## config.mk

```make
export PLATFORM = sky130hd
export DESIGN_NAME = swp_core
export DESIGN_NICKNAME = d
export VERILOG_FILES = /design/src/shared/swp_pkg.sv /design/src/swp_core.sv /design/src/swp_range.sv
export VERILOG_INCLUDE_DIRS = /design/src /design/src/shared
export SDC_FILE = /design/constraint.sdc
export NUM_CORES = 1
export LEC_CHECK = 0
export BUFFER_PORTS_ARGS = -buffer_cell sky130_fd_sc_hd__buf_4
export CORE_MARGIN = 2
export CORE_UTILIZATION = 45
export DETAILED_ROUTE_END_ITERATION = 10
export GPL_TIMING_DRIVEN = 0
export PLACE_DENSITY_LB_ADDON = 0.05
export SYNTH_ARGS = -nofsm -noshare
export SYNTH_HDL_FRONTEND = slang
export SYNTH_SLANG_ARGS = --single-unit
```

## constraint.sdc

```tcl
create_clock -name clk -period 20.4 [get_ports clk]
set_input_delay 0 -clock clk [delete_from_list [all_inputs] [get_ports clk]]
set_output_delay 0 -clock clk [all_outputs]
set_load 0.02 [all_outputs]
```

## src/shared/swp_regs.svh

```systemverilog
// Constants for the sector write protection block.
`ifndef SWP_REGS_SVH
`define SWP_REGS_SVH
`define SWP_SECTORS      256
`define SWP_SECT_W       8
`define SWP_ADDR_W       24
`define SWP_SECT_LSB     16
`define SWP_BP_W         4
`define SWP_BP_NONE      4'h0
`define SWP_BP_MAXRANGE  4'h8
`define SWP_LOCK_WL_BIT  0
`define SWP_LOCK_LD_BIT  1
`define SWP_LOCK_RST     2'h0
`define SWP_BOOT_SECTS   8
`define SWP_BOOT_SUBS    16
`define SWP_STAT_RST     6'h00
`endif

```

## src/shared/swp_pkg.sv

```systemverilog
// Types shared by the sector write protection block.
package swp_pkg;
	// Operation requested by the host command decoder.
	typedef enum logic [2:0] {
		SWP_OP_NONE,
		SWP_OP_PROGRAM,
		SWP_OP_ERASE,
		SWP_OP_WRITE,
		SWP_OP_RD_LOCK,
		SWP_OP_WR_LOCK,
		SWP_OP_WR_STATUS
	} swp_op_e;
	// Array build variant.
	typedef enum logic [1:0] {
		SWP_ARCH_UNIFORM,
		SWP_ARCH_BOTTOM,
		SWP_ARCH_TOP
	} swp_arch_e;
	// Sector number type.
	typedef logic [7:0] swp_sect_t;
endpackage

```

## src/swp_core.sv

```systemverilog
// Sector write protection: lock registers, range decode and gating.
// Function
// - Protected if either scheme protects.
// - One lock register per 64K sector.
// - Dedicated read and write lock commands.
// - Write-lock bit blocks program, erase, write.
// - Lock-down freezes lock bits until power-up.
// - Lock bits changeable while lock-down clear.
// - Protect size field and end select range.
// - Protect pin freezes status register.
// - Size code zero protects nothing.
// - End select 0 protects top sectors.
// - End select 1 protects bottom sectors.
// - Three array variants, boot sectors flagged.
// - Sector or frozen-status violation sets protection flag bit.
// - Upper eight address bits select sector.
`timescale 1ns/1ps
`default_nettype none
`include "swp_regs.svh"
module swp_core #(
	parameter int                 SECTORS = `SWP_SECTORS,   // Lock regs.
	parameter swp_pkg::swp_arch_e ARCH    = swp_pkg::SWP_ARCH_UNIFORM
) (
	input  wire logic                  clk,          // Device clock.
	input  wire logic                  nrst,         // Power-up reset.
	input  wire logic                  ce,           // Clock enable.
	input  wire logic                  cmd_valid,    // Command strobe.
	input  wire swp_pkg::swp_op_e      cmd_op,       // Operation.
	input  wire logic [23:0]           cmd_addr,     // Array address.
	input  wire logic [1:0]            cmd_lock_in,  // New lock bits.
	input  wire logic [5:0]            cmd_stat_in,  // New status bits.
	input  wire logic                  modify_permit_latch, // Permit.
	input  wire logic                  wp_n_pin,     // Protect pin.
	input  wire logic                  flag_clear,   // Clear flag.
	output logic                       done,         // Command done.
	output logic                       rejected,     // Was refused.
	output logic                       modify_start, // Start modify.
	output logic [1:0]                 lock_out,     // Read lock bits.
	output logic                       prot_flag,    // Protection flag.
	output logic [3:0]                 protect_size, // Size field.
	output logic                       range_end_select, // End select.
	output logic                       status_freeze_bit, // Freeze bit.
	output logic                       boot_sector   // Target in boot.
);
	// Two-flop reset release and pin synchroniser.
	logic       rst_s1_q, rst_s2_q;
	logic       wp_s1_q, wp_s2_q;
	logic       rst_n;

	// Lock storage: bit 0 write lock, bit 1 lock down.
	logic [1:0] lock_q [SECTORS];
	logic [1:0] lock_d [SECTORS];

	// Status bits: {freeze, end select, size[3:0]}.
	logic [5:0] stat_q, stat_d;

	// Registered outputs and their next values.
	logic       done_q, done_d;
	logic       rej_q, rej_d;
	logic       mod_q, mod_d;
	logic [1:0] lko_q, lko_d;
	logic       flag_q, flag_d;
	logic       boot_q, boot_d;

	// Decode helpers.
	swp_pkg::swp_sect_t sect;
	logic       range_hit;
	logic       locked_wr;
	logic       sector_prot;
	logic       stat_locked;
	logic       is_modify;
	logic [1:0] lock_cur;    // Lock bits of the addressed sector.

	// Reset is released through two flops to avoid a ragged release.
	always_ff @(posedge clk or negedge nrst) begin
		if (!nrst) begin
			rst_s1_q <= 1'b0;
			rst_s2_q <= 1'b0;
		end else begin
			rst_s1_q <= 1'b1;
			rst_s2_q <= rst_s1_q;
		end
	end
	assign rst_n = rst_s2_q;

	// The protect pin is asynchronous, so it passes two flops first.
	always_ff @(posedge clk or negedge rst_n) begin
		if (!rst_n) begin
			wp_s1_q <= 1'b1;
			wp_s2_q <= 1'b1;
		end else if (ce) begin
			wp_s1_q <= wp_n_pin;
			wp_s2_q <= wp_s1_q;
		end
	end

	// Returns 1 when the sector is one of the boot sectors of ARCH.
	function automatic logic is_boot(input swp_pkg::swp_sect_t s);
		case (ARCH)
			swp_pkg::SWP_ARCH_BOTTOM: is_boot = (s < 8'(`SWP_BOOT_SECTS));
			swp_pkg::SWP_ARCH_TOP:
				is_boot = (s >= 8'(`SWP_SECTORS - `SWP_BOOT_SECTS));
			default:                  is_boot = 1'b0;
		endcase
	endfunction

	assign sect = cmd_addr[`SWP_SECT_LSB +: `SWP_SECT_W];

	// Range scheme decode lives in its own small module.
	swp_range u_range (
		.bp   (stat_q[3:0]),
		.tb   (stat_q[4]),
		.sect (sect),
		.hit  (range_hit)
	);

	assign locked_wr   = lock_q[sect][`SWP_LOCK_WL_BIT];
	assign lock_cur    = lock_q[sect];
	assign sector_prot = locked_wr | range_hit;
	// Freeze bit with the pin low makes the status read-only.
	assign stat_locked = stat_q[5] & ~wp_s2_q;
	assign is_modify   = (cmd_op == swp_pkg::SWP_OP_PROGRAM) ||
		(cmd_op == swp_pkg::SWP_OP_ERASE) ||
		(cmd_op == swp_pkg::SWP_OP_WRITE);

	// Next-state logic for the whole command path.
	always_comb begin
		lock_d = lock_q;
		stat_d = stat_q;
		done_d = 1'b0;
		rej_d  = 1'b0;
		mod_d  = 1'b0;
		lko_d  = lko_q;
		boot_d = boot_q;
		flag_d = flag_q & ~flag_clear;
		if (cmd_valid) begin
			done_d = 1'b1;
			boot_d = is_boot(sect);
			case (cmd_op)
				swp_pkg::SWP_OP_PROGRAM, swp_pkg::SWP_OP_ERASE,
				swp_pkg::SWP_OP_WRITE: begin
					// The permit latch is the host's duty; no permit, no cycle.
					if (!modify_permit_latch) begin
						rej_d = 1'b1;
					end else if (sector_prot) begin
						rej_d  = 1'b1;
						flag_d = 1'b1;
					end else begin
						mod_d = 1'b1;
					end
				end
				swp_pkg::SWP_OP_RD_LOCK: begin
					lko_d = lock_q[sect];
				end
				swp_pkg::SWP_OP_WR_LOCK: begin
					if (!modify_permit_latch) begin
						rej_d = 1'b1;
					end else if (lock_q[sect][`SWP_LOCK_LD_BIT]) begin
						rej_d = 1'b1;
					end else begin
						lock_d[sect] = cmd_lock_in;
					end
				end
				swp_pkg::SWP_OP_WR_STATUS: begin
					if (!modify_permit_latch) begin
						rej_d = 1'b1;
					end else if (stat_locked) begin
						rej_d  = 1'b1;
						flag_d = 1'b1;
					end else begin
						stat_d = cmd_stat_in;
					end
				end
				default: begin
					done_d = 1'b1;
				end
			endcase
		end
	end

	// Registers only; the flag set above beats a same-cycle clear.
	always_ff @(posedge clk or negedge rst_n) begin
		if (!rst_n) begin
			for (int i = 0; i < SECTORS; i++) begin
				lock_q[i] <= `SWP_LOCK_RST;
			end
			stat_q <= `SWP_STAT_RST;
			done_q <= 1'b0;
			rej_q  <= 1'b0;
			mod_q  <= 1'b0;
			lko_q  <= 2'h0;
			flag_q <= 1'b0;
			boot_q <= 1'b0;
		end else if (ce) begin
			lock_q <= lock_d;
			stat_q <= stat_d;
			done_q <= done_d;
			rej_q  <= rej_d;
			mod_q  <= mod_d;
			lko_q  <= lko_d;
			flag_q <= flag_d;
			boot_q <= boot_d;
		end
	end

	assign done              = done_q;
	assign rejected          = rej_q;
	assign modify_start      = mod_q;
	assign lock_out          = lko_q;
	assign prot_flag         = flag_q;
	assign protect_size      = stat_q[3:0];
	assign range_end_select  = stat_q[4];
	assign status_freeze_bit = stat_q[5];
	assign boot_sector       = boot_q;

	// Checks beside the logic they guard. They all run on the released
	// reset copy, so a ragged release can never fire one of them.

	// Lock scheme: a set write-lock bit stops every modify, a free sector
	// is modified, and lock-down holds the bits until the next power-up.
	AST_LOCK_BLOCKS: assert property (
		@(posedge clk) disable iff (!rst_n)
		ce && cmd_valid && is_modify && locked_wr |=> rej_q && !mod_q)
		else $error("locked sector modified");
	AST_EITHER: assert property (
		@(posedge clk) disable iff (!rst_n)
		ce && cmd_valid && is_modify && modify_permit_latch &&
		!sector_prot |=> mod_q)
		else $error("free sector not modified");
	AST_LOCKDOWN: assert property (
		@(posedge clk) disable iff (!rst_n)
		ce && cmd_valid && cmd_op == swp_pkg::SWP_OP_WR_LOCK &&
		lock_cur[`SWP_LOCK_LD_BIT]
		|=> lock_q[$past(sect)] == $past(lock_cur))
		else $error("locked-down bits changed");
	AST_LOCK_WRITE: assert property (
		@(posedge clk) disable iff (!rst_n)
		ce && cmd_valid && cmd_op == swp_pkg::SWP_OP_WR_LOCK &&
		modify_permit_latch && !lock_cur[`SWP_LOCK_LD_BIT]
		|=> lock_q[$past(sect)] == $past(cmd_lock_in))
		else $error("lock write lost");
	AST_READ_LOCK: assert property (
		@(posedge clk) disable iff (!rst_n)
		ce && cmd_valid && cmd_op == swp_pkg::SWP_OP_RD_LOCK
		|=> lko_q == $past(lock_cur))
		else $error("bad lock read");
	// Without the permit latch nothing that modifies may proceed; the
	// host owns that latch, so the block checks it before its lock, range and freeze guards.
	AST_PERMIT: assert property (
		@(posedge clk) disable iff (!rst_n)
		ce && cmd_valid && !modify_permit_latch &&
		(is_modify || cmd_op == swp_pkg::SWP_OP_WR_LOCK ||
		cmd_op == swp_pkg::SWP_OP_WR_STATUS) |=> rej_q && !mod_q)
		else $error("unpermitted op accepted");
	// Status register: frozen it keeps its value, free it takes writes.
	AST_STAT_FROZEN: assert property (
		@(posedge clk) disable iff (!rst_n)
		ce && stat_locked |=> $stable(stat_q))
		else $error("frozen status changed");
	AST_STAT_WRITE: assert property (
		@(posedge clk) disable iff (!rst_n)
		ce && cmd_valid && cmd_op == swp_pkg::SWP_OP_WR_STATUS &&
		modify_permit_latch && !stat_locked
		|=> stat_q == $past(cmd_stat_in))
		else $error("status write lost");
	// Protection flag: raised by either kind of violation, then sticky.
	AST_FLAG: assert property (
		@(posedge clk) disable iff (!rst_n)
		ce && cmd_valid && is_modify && modify_permit_latch &&
		sector_prot |=> flag_q)
		else $error("flag not set");
	AST_STAT_FLAG: assert property (
		@(posedge clk) disable iff (!rst_n)
		ce && cmd_valid && cmd_op == swp_pkg::SWP_OP_WR_STATUS &&
		modify_permit_latch && stat_locked |=> rej_q && flag_q)
		else $error("status violation not flagged");
	AST_FLAG_STICKY: assert property (
		@(posedge clk) disable iff (!rst_n)
		ce && flag_q && !flag_clear |=> flag_q)
		else $error("flag lost without clear");
	// Answer pulses: one per command, none without, never both kinds.
	AST_DONE: assert property (
		@(posedge clk) disable iff (!rst_n)
		ce && cmd_valid |=> done_q)
		else $error("command not answered");
	AST_IDLE: assert property (
		@(posedge clk) disable iff (!rst_n)
		ce && !cmd_valid |=> !done_q && !rej_q && !mod_q)
		else $error("pulse without command");
	AST_NO_CYCLE: assert property (
		@(posedge clk) disable iff (!rst_n)
		rej_q |-> !mod_q)
		else $error("rejected op started");
	// Range decode at its end points, for both ends of the array.
	AST_BP_ZERO: assert property (
		@(posedge clk) disable iff (!rst_n)
		stat_q[3:0] == `SWP_BP_NONE |-> !range_hit)
		else $error("zero code protects");
	AST_TOP_END: assert property (
		@(posedge clk) disable iff (!rst_n)
		!stat_q[4] && stat_q[3:0] == 4'h1
		|-> range_hit == (sect == 8'hFF))
		else $error("top range wrong");
	AST_TOP_HALF: assert property (
		@(posedge clk) disable iff (!rst_n)
		!stat_q[4] && stat_q[3:0] == `SWP_BP_MAXRANGE
		|-> range_hit == sect[7])
		else $error("top half wrong");
	AST_BOT_END: assert property (
		@(posedge clk) disable iff (!rst_n)
		stat_q[4] && stat_q[3:0] == `SWP_BP_MAXRANGE
		|-> range_hit == !sect[7])
		else $error("bottom range wrong");
	AST_ALL_CODE: assert property (
		@(posedge clk) disable iff (!rst_n)
		stat_q[3:0] > `SWP_BP_MAXRANGE |-> range_hit)
		else $error("large code leaves a gap");
	// The boot flag follows the sector of the last command.
	AST_BOOT: assert property (
		@(posedge clk) disable iff (!rst_n)
		ce && cmd_valid |=> boot_q ==
		((ARCH == swp_pkg::SWP_ARCH_BOTTOM) ? ($past(sect) < 8'h08) :
		(ARCH == swp_pkg::SWP_ARCH_TOP) ? ($past(sect) > 8'hF7) : 1'b0))
		else $error("boot flag wrong");
endmodule
`default_nettype wire

```

## src/swp_range.sv

```systemverilog
// Decoder of the status register protected range for one sector.
`timescale 1ns/1ps
`default_nettype none
`include "swp_regs.svh"
module swp_range (
	input  wire logic [3:0] bp,      // Protect size field.
	input  wire logic       tb,      // Range end select.
	input  wire logic [7:0] sect,    // Sector under test.
	output logic            hit      // Sector lies in range.
);
	logic [8:0] span;  // Number of protected sectors.

	// Code n in 1..8 covers 2**(n-1) sectors; larger codes cover all.
	always_comb begin
		span = 9'h000;
		if (bp == `SWP_BP_NONE) begin
			span = 9'h000;
		end else if (bp <= `SWP_BP_MAXRANGE) begin
			span = 9'(9'h001 << (bp - 4'h1));
		end else begin
			span = 9'h100;
		end
		if (span == 9'h000) begin
			hit = 1'b0;
		end else if (tb) begin
			hit = ({1'b0, sect} < span);
		end else begin
			hit = ({1'b0, sect} >= (9'h100 - span));
		end
	end
endmodule
`default_nettype wire

```

; Word-level counts from Yosys, hierarchy flattened
; Index checks and enable logic that the tools add are counted.
[word_totals]
regBits = 528
output_inout_bits = 13
inputBits = 42
[classes]
addsub = 2
eq_ne = 6
n_reduce_logical = 7
shifts = 1
order_cmp = 5
n_bitwise = 8
muxes = 29
[op_table]
columns = operator, n
row1 = 512-bit bitwise mux, 1
row2 = 1-bit 2-to-1 mux, 19
row3 = 9-bit 2-to-1 mux, 2
row4 = 2-bit binary-select mux with 8-bit select, 1
row5 = 2-bit demux with 8-bit select, 1
row6 = 5-bit AND reduction, 2
row7 = "3-bit == test, second input constant", 3
row8 = 8-bit by 9-bit >= comparator with 1-bit output, 1
row9 = "9-bit >= comparator, second input constant", 1
row10 = 9-bit zero test, 1
row11 = 8-bit by 9-bit less-than comparator with 1-bit output, 1
row12 = "9-bit by 1-bit less-than comparator with 1-bit output, second input constant", 1
row13 = 8-bit inverter with 9-bit output, 1
row14 = "1-bit by 4-bit << shifter with 9-bit output, first input constant", 1
row15 = "9-bit subtractor, first input constant", 1
row16 = "3-bit by 2-bit == test with 1-bit output, second input constant", 2
row17 = 2-bit 2-to-1 mux, 3
row18 = "4-bit <= comparator, second input constant", 1
row19 = 4-bit zero test, 1
row20 = 1-bit inverter, 4
row21 = "4-bit by 1-bit subtractor with 4-bit output, second input constant", 1
row22 = "3-bit by 1-bit == test with 1-bit output, second input constant", 1
row23 = 1-bit one-hot mux with 3 select lines, 1
row24 = 3-bit AND reduction, 1
row25 = other kinds (5), 6

; Depth between registers and ports, before layout
[depth]
depth_word = 13
depth_mapped = 15

; Hierarchy
; A second synthesis with hierarchy kept.
[hier_totals]
hier_cells = 2075
hier_area_um2 = 25803.5
[modules_own_cells]
columns = module, area_per_inst_um2, cells_each, instances, seq_area_each_um2
row1 = swp_core, 25274.2, 2000, 1, 13215.2
row2 = swp_range, 529.3, 75, 1, 0.0

; Worst setup path before layout
; OpenSTA, ideal clock, no wires.
[synth_timing]
path_kind = register -> register
from = register lock_q[17] (netlist bit)
to = register lock_q[392] (netlist bit)
synth_period_minus_slack_ps = 2958
path_buffers = 1
t_arrival_ps = 2833
slack_ps = 17442
stages_incl_launch_ff = 9
cell_sequence = dfrtp_1 -> mux4_2 -> mux4_2 -> o211ai_2 -> o311ai_4 -> nor4_4 -> buf_6 -> nand2_1 -> mux2_4
[synth_via]
elab_chain_len = 5
[synth_rtl]
columns = item, line
row1 = from (decl), swp_core.sv:51  ; logic [1:0] lock_q [SECTORS];
row2 = "from (signal, indexed assignment)", swp_core.sv:185  ; lock_q[i] <= `SWP_LOCK_RST;
row3 = from (signal assigned), swp_core.sv:195  ; lock_q <= lock_d;
row4 = 2-bit binary-select mux with 8-bit select, swp_core.sv:158  ; end else if (lock_q[sect][`SWP_LOCK_LD_BIT]) begin
row5 = 2-bit 2-to-1 mux (implied by the code) (2 in a row), swp_core.sv:158
row6 = 1-bit inverter (no source line), n/a
row7 = 5-bit AND reduction (no source line), n/a
; No other way between the ends. The select of a mux whose other input is x is not followed.
; A chain may end at the register's enable or synchronous reset.

; Final worst setup path
[layout_timing]
from = input port cmd_addr[17]
to = register rej_q, in the netlist rejected
[layout_via]
elab_chain_len = 9
[layout_rtl]
columns = item, line
row1 = from (decl), swp_core.sv:29  ; input wire logic [23:0] cmd_addr,
row2 = 8-bit inverter with 9-bit output (implied by the code), "swp_core.sv:117, swp_core.sv:158"
row3 = 2-bit binary-select mux with 8-bit select, "swp_core.sv:117, swp_core.sv:158"
row4 = 2-bit 2-to-1 mux (implied by the code) (2 in a row), swp_core.sv:158
row5 = 1-bit bitwise OR, swp_core.sv:119  ; assign sector_prot = locked_wr | range_hit;
row6 = 1-bit 2-to-1 mux, swp_core.sv:145  ; end else if (sector_prot) begin
row7 = 1-bit 2-to-1 mux, swp_core.sv:143  ; if (!modify_permit_latch) begin
row8 = 1-bit one-hot mux with 3 select lines *, swp_core.sv:139  ; case (cmd_op)
row9 = 1-bit 2-to-1 mux *, swp_core.sv:136  ; if (cmd_valid) begin
row10 = to (signal assigned), swp_core.sv:198  ; rej_q <= rej_d;
row11 = to (decl), swp_core.sv:59  ; logic rej_q, rej_d;
; Mark *: on every way between the ends. The rest lies on a longest branch, timed or not. The select of a mux whose other input is x is not followed.

==> metrics <==
delay of the slowest cell on the worst path=slightly below 600 ps; CTS buffer count=58; Post-Synth Adder-Cell Area=0.825%; I/O Buffers=35; pwr dens=between 70 and 80 nW/um^2; Via Count=between 15000 and 20000; Synth Cell Area=approximately 26000 sq um; Max Clock Freq=203 MHz; crit path max fanout=10; initial antenna violation count=0; Hold Worst Slack=roughly 42 ps; Syn. warnings=0; xor and xnor fraction of the mapped netlist area=less than 1%; met3 routed WL=4340 microns; Initial Util=a little under half; hold_sp=cmd_lock_in[0]; Clock Tree Buf Depth=3; critical-path cell list=buf_4, buf_6, buf_8, buf_2, buf_2, buf_2, buf_2, mux4_2, a211oi_1, a31oi_1, a311oi_1, a21o_1, o311a_1, o221ai_1, dlygate4sd3_1; routability cong.=0.942; unique cell type count in the Yosys netlist=~70; Synth Area in Simple Gates=about a tenth; DR WL/cell=around 28 microns; Worst slew margin=about 10%; Critical Path Start=cmd_addr[17]; r2r startpoint=lock_q[35]; critical path launch point type=input pin; GRT overflow=0; area of the die=between 50000 and 60000 sq um; Top FF cell, synth=dfrtp_1; buffers plus inverters on the worst setup path=8; nets=approximately 2200; antenna viol nets, final=0; layout cell share with drive strength beyond 1=between 20% and 30%; Highest Signal Layer=met4; commonest non-fill, non-tap cells in the layout=dfrtp_1, nand2_1, o21bai_1, mux2_1, mux4_2; first-pass GRT wire length=around 120000 microns; Pre-Repair DR Iteration Count=5; CP most frequent cell=buf_2; Final Hold Fails=0; RSZ-0062 raised after global routing=no; GRT Util Overall=about 29%; syn_area_per_cell=between 10 and 15 sq um; CTS resizes=0; DRC viols=0; hold crit path type=input pin to flop; num ports=55; mux cell area share after synthesis=between 20 and 25%; largest net degree at the start of global routing=73; total of max-cap violations=0; Top delay family on crit path=buffers and inverters; sequential area share after synthesis=slightly above 50%; Final Cycle Share=between 20% and 30%; status=finished, final reports clean; Slew Limit Fails=0; worst vdd ir=around 65 uV; DR iter-0 viols=roughly 1500; row cnt=87; Clock Sinks=528; Tmin final=slightly below 5000 ps; slowest stage cell, crit path=dlygate4sd3_1; number of global-route vias before repair=18442; Fillers=5005; WL met2=about 40000 microns; synthesized instance count=2060; CTS clock-pin slew for the worst setup and hold paths=around 60 ps; Slew @ Worst Pin=1350 ps; commonest non-fill, non-tap cell in the layout=dfrtp_1; critical path type=input pin to flop; met1 WL=35500 microns; core area=between 50000 and 60000 sq um; detailed placer's ending HPWL=slightly below 60000 microns; Synth Area in Compound Gates=a little over a tenth; CP required=20900 ps; Syn Nets=roughly 2100; main combinational cell family by area after synthesis=multiplexers; LEAKAGE=around 13 nW; Synth async-reset ratio=100%; CTS tree=built; WP data arrival=between 5000 and 6000 ps; Antenna Cells=0; Root Driver=clkbuf_16; number of flops mapped to enable cells by yosys=0; Area Growth Syn to Fin=14.0%; H-tree Lvls=2; # setup viols final=0; drt total wl=approximately 83000 microns; Clk Latency, worst-skew pair=slightly above 600 ps; kind of end point of the critical path=flop; flops & latches, synth=about 530; clk_skew=15.6 ps; die height=between 200 and 250 microns; width of the die=about 240 microns; Sum Neg Setup Slack=0 ps; routed vias/inst=5.91
[logic make-up (layout without fill, tap and decap cells)]
logic type	after synthesis	in the layout
flops	528	528
other cells	2	2
fa+ha+maj	17	17
xor+xnor	3	3
buf+inv	155	325
mux	423	423
simple gates	563	563
compound gates	369	369
[power breakdown]
part | switching (mW) | internal (mW) | total, mW
logic | 0.129 | 0.0648 | 0.194
clock network | 0.441 | 0.631 | 1.07
registers | 0.00659 | 1.05 | 1.06
[layer usage]
layer  vias up  track usage [%]
met5         -                0
met3       161             3.89
li1       7638                -
met1      9288             39.1
met2       570             46.3
met4         0             10.8
[stage by stage]
stage | area (sq um) | util (%) | power, mW | std cells | setup slack (ps)
after global placement | 27000 | 47.8 | 1.26 | 2851 | -1440
after CTS | 29400 | 52.0 | 2.34 | 2986 | 15550
after detailed placement | 27200 | 48.2 | 1.27 | 2859 | 15430
after floorplan | 25800 | - | 1.20 | 2060 | 4600
final | 29400 | 52.0 | 2.33 | 2986 | 15470
after global routing | 29400 | 52.0 | 2.40 | 2986 | 15400
[state kept, by name, summed over array words and instances (netlist names)]
signal,cells
done,1
lock_out,2
lock_q,512
modify_start,1
prot_flag,1
rejected,1
rst_n,1
rst_s1_q,1
stat_q,6
wp_s1_q,1
wp_s2_q,1
[layout make-up]
cell class	count	area (sq um)	area share [%]
buffer	146	787	2.68
sequential	528	13200	45.0
timing repair buffer	66	713	2.43
inverter	9	33.8	0.115
multi-input combinational	1377	11800	40.0
clock buffer	86	1760	5.99
clock inverter	18	178	0.604
tap	756	946	3.22
[synthesized netlist by cell type (7+ instances only)]
library cell  number  area [sq um]
dfrtp_1          526         13200
nand2_1          346          1300
o21bai_1         257          1930
mux2_1           134          1510
mux4_2           118          2660
clkbuf_1          87           327
mux2_2            85           957
nor2_1            79           297
mux2_4            51           766
nand2_2           44           275
mux2i_1           35           350
a22oi_1           26           195
buf_2             26           130
buf_6             22           248
nor2b_1           22           138
and3_1            19           119
ha_1              17           213
nand3_1           17          85.1
o21ai_0           14          70.1
a21oi_1           13          65.1
a31oi_1            7          43.8
inv_1              7          26.3
[worst reg2reg max path, cell delays in order, from the launching register on]
cell	delay [ps]
dfrtp_1	380
mux4_2	480
a22oi_1	190
nand3_1	140
and2_1	200
mux4_2	610
nor3_2	450
nand4_1	800
clkbuf_1	510
o21bai_1	270
[repair_timing]
| item | 4_1_cts | 5_1_grt |
|---|---|---|
| buffers inserted | 0 | 0 |
| hold buffers | 23 | 0 |
| hold endpoints to repair | 26 | 0 |
[final timing paths]
check	end	slack, ps	cells after the start
hold / removal	lock_q[286]	40	2
min in group asynchronous	rst_n	240	3
setup reg to reg	lock_q[357]	16290	9
max in group asynchronous	lock_q[61]	18510	3
setup / recovery	rejected	15470	15
hold reg to reg	lock_q[332]	350	0
No activity file was read; power rests on OpenSTA's default activity.
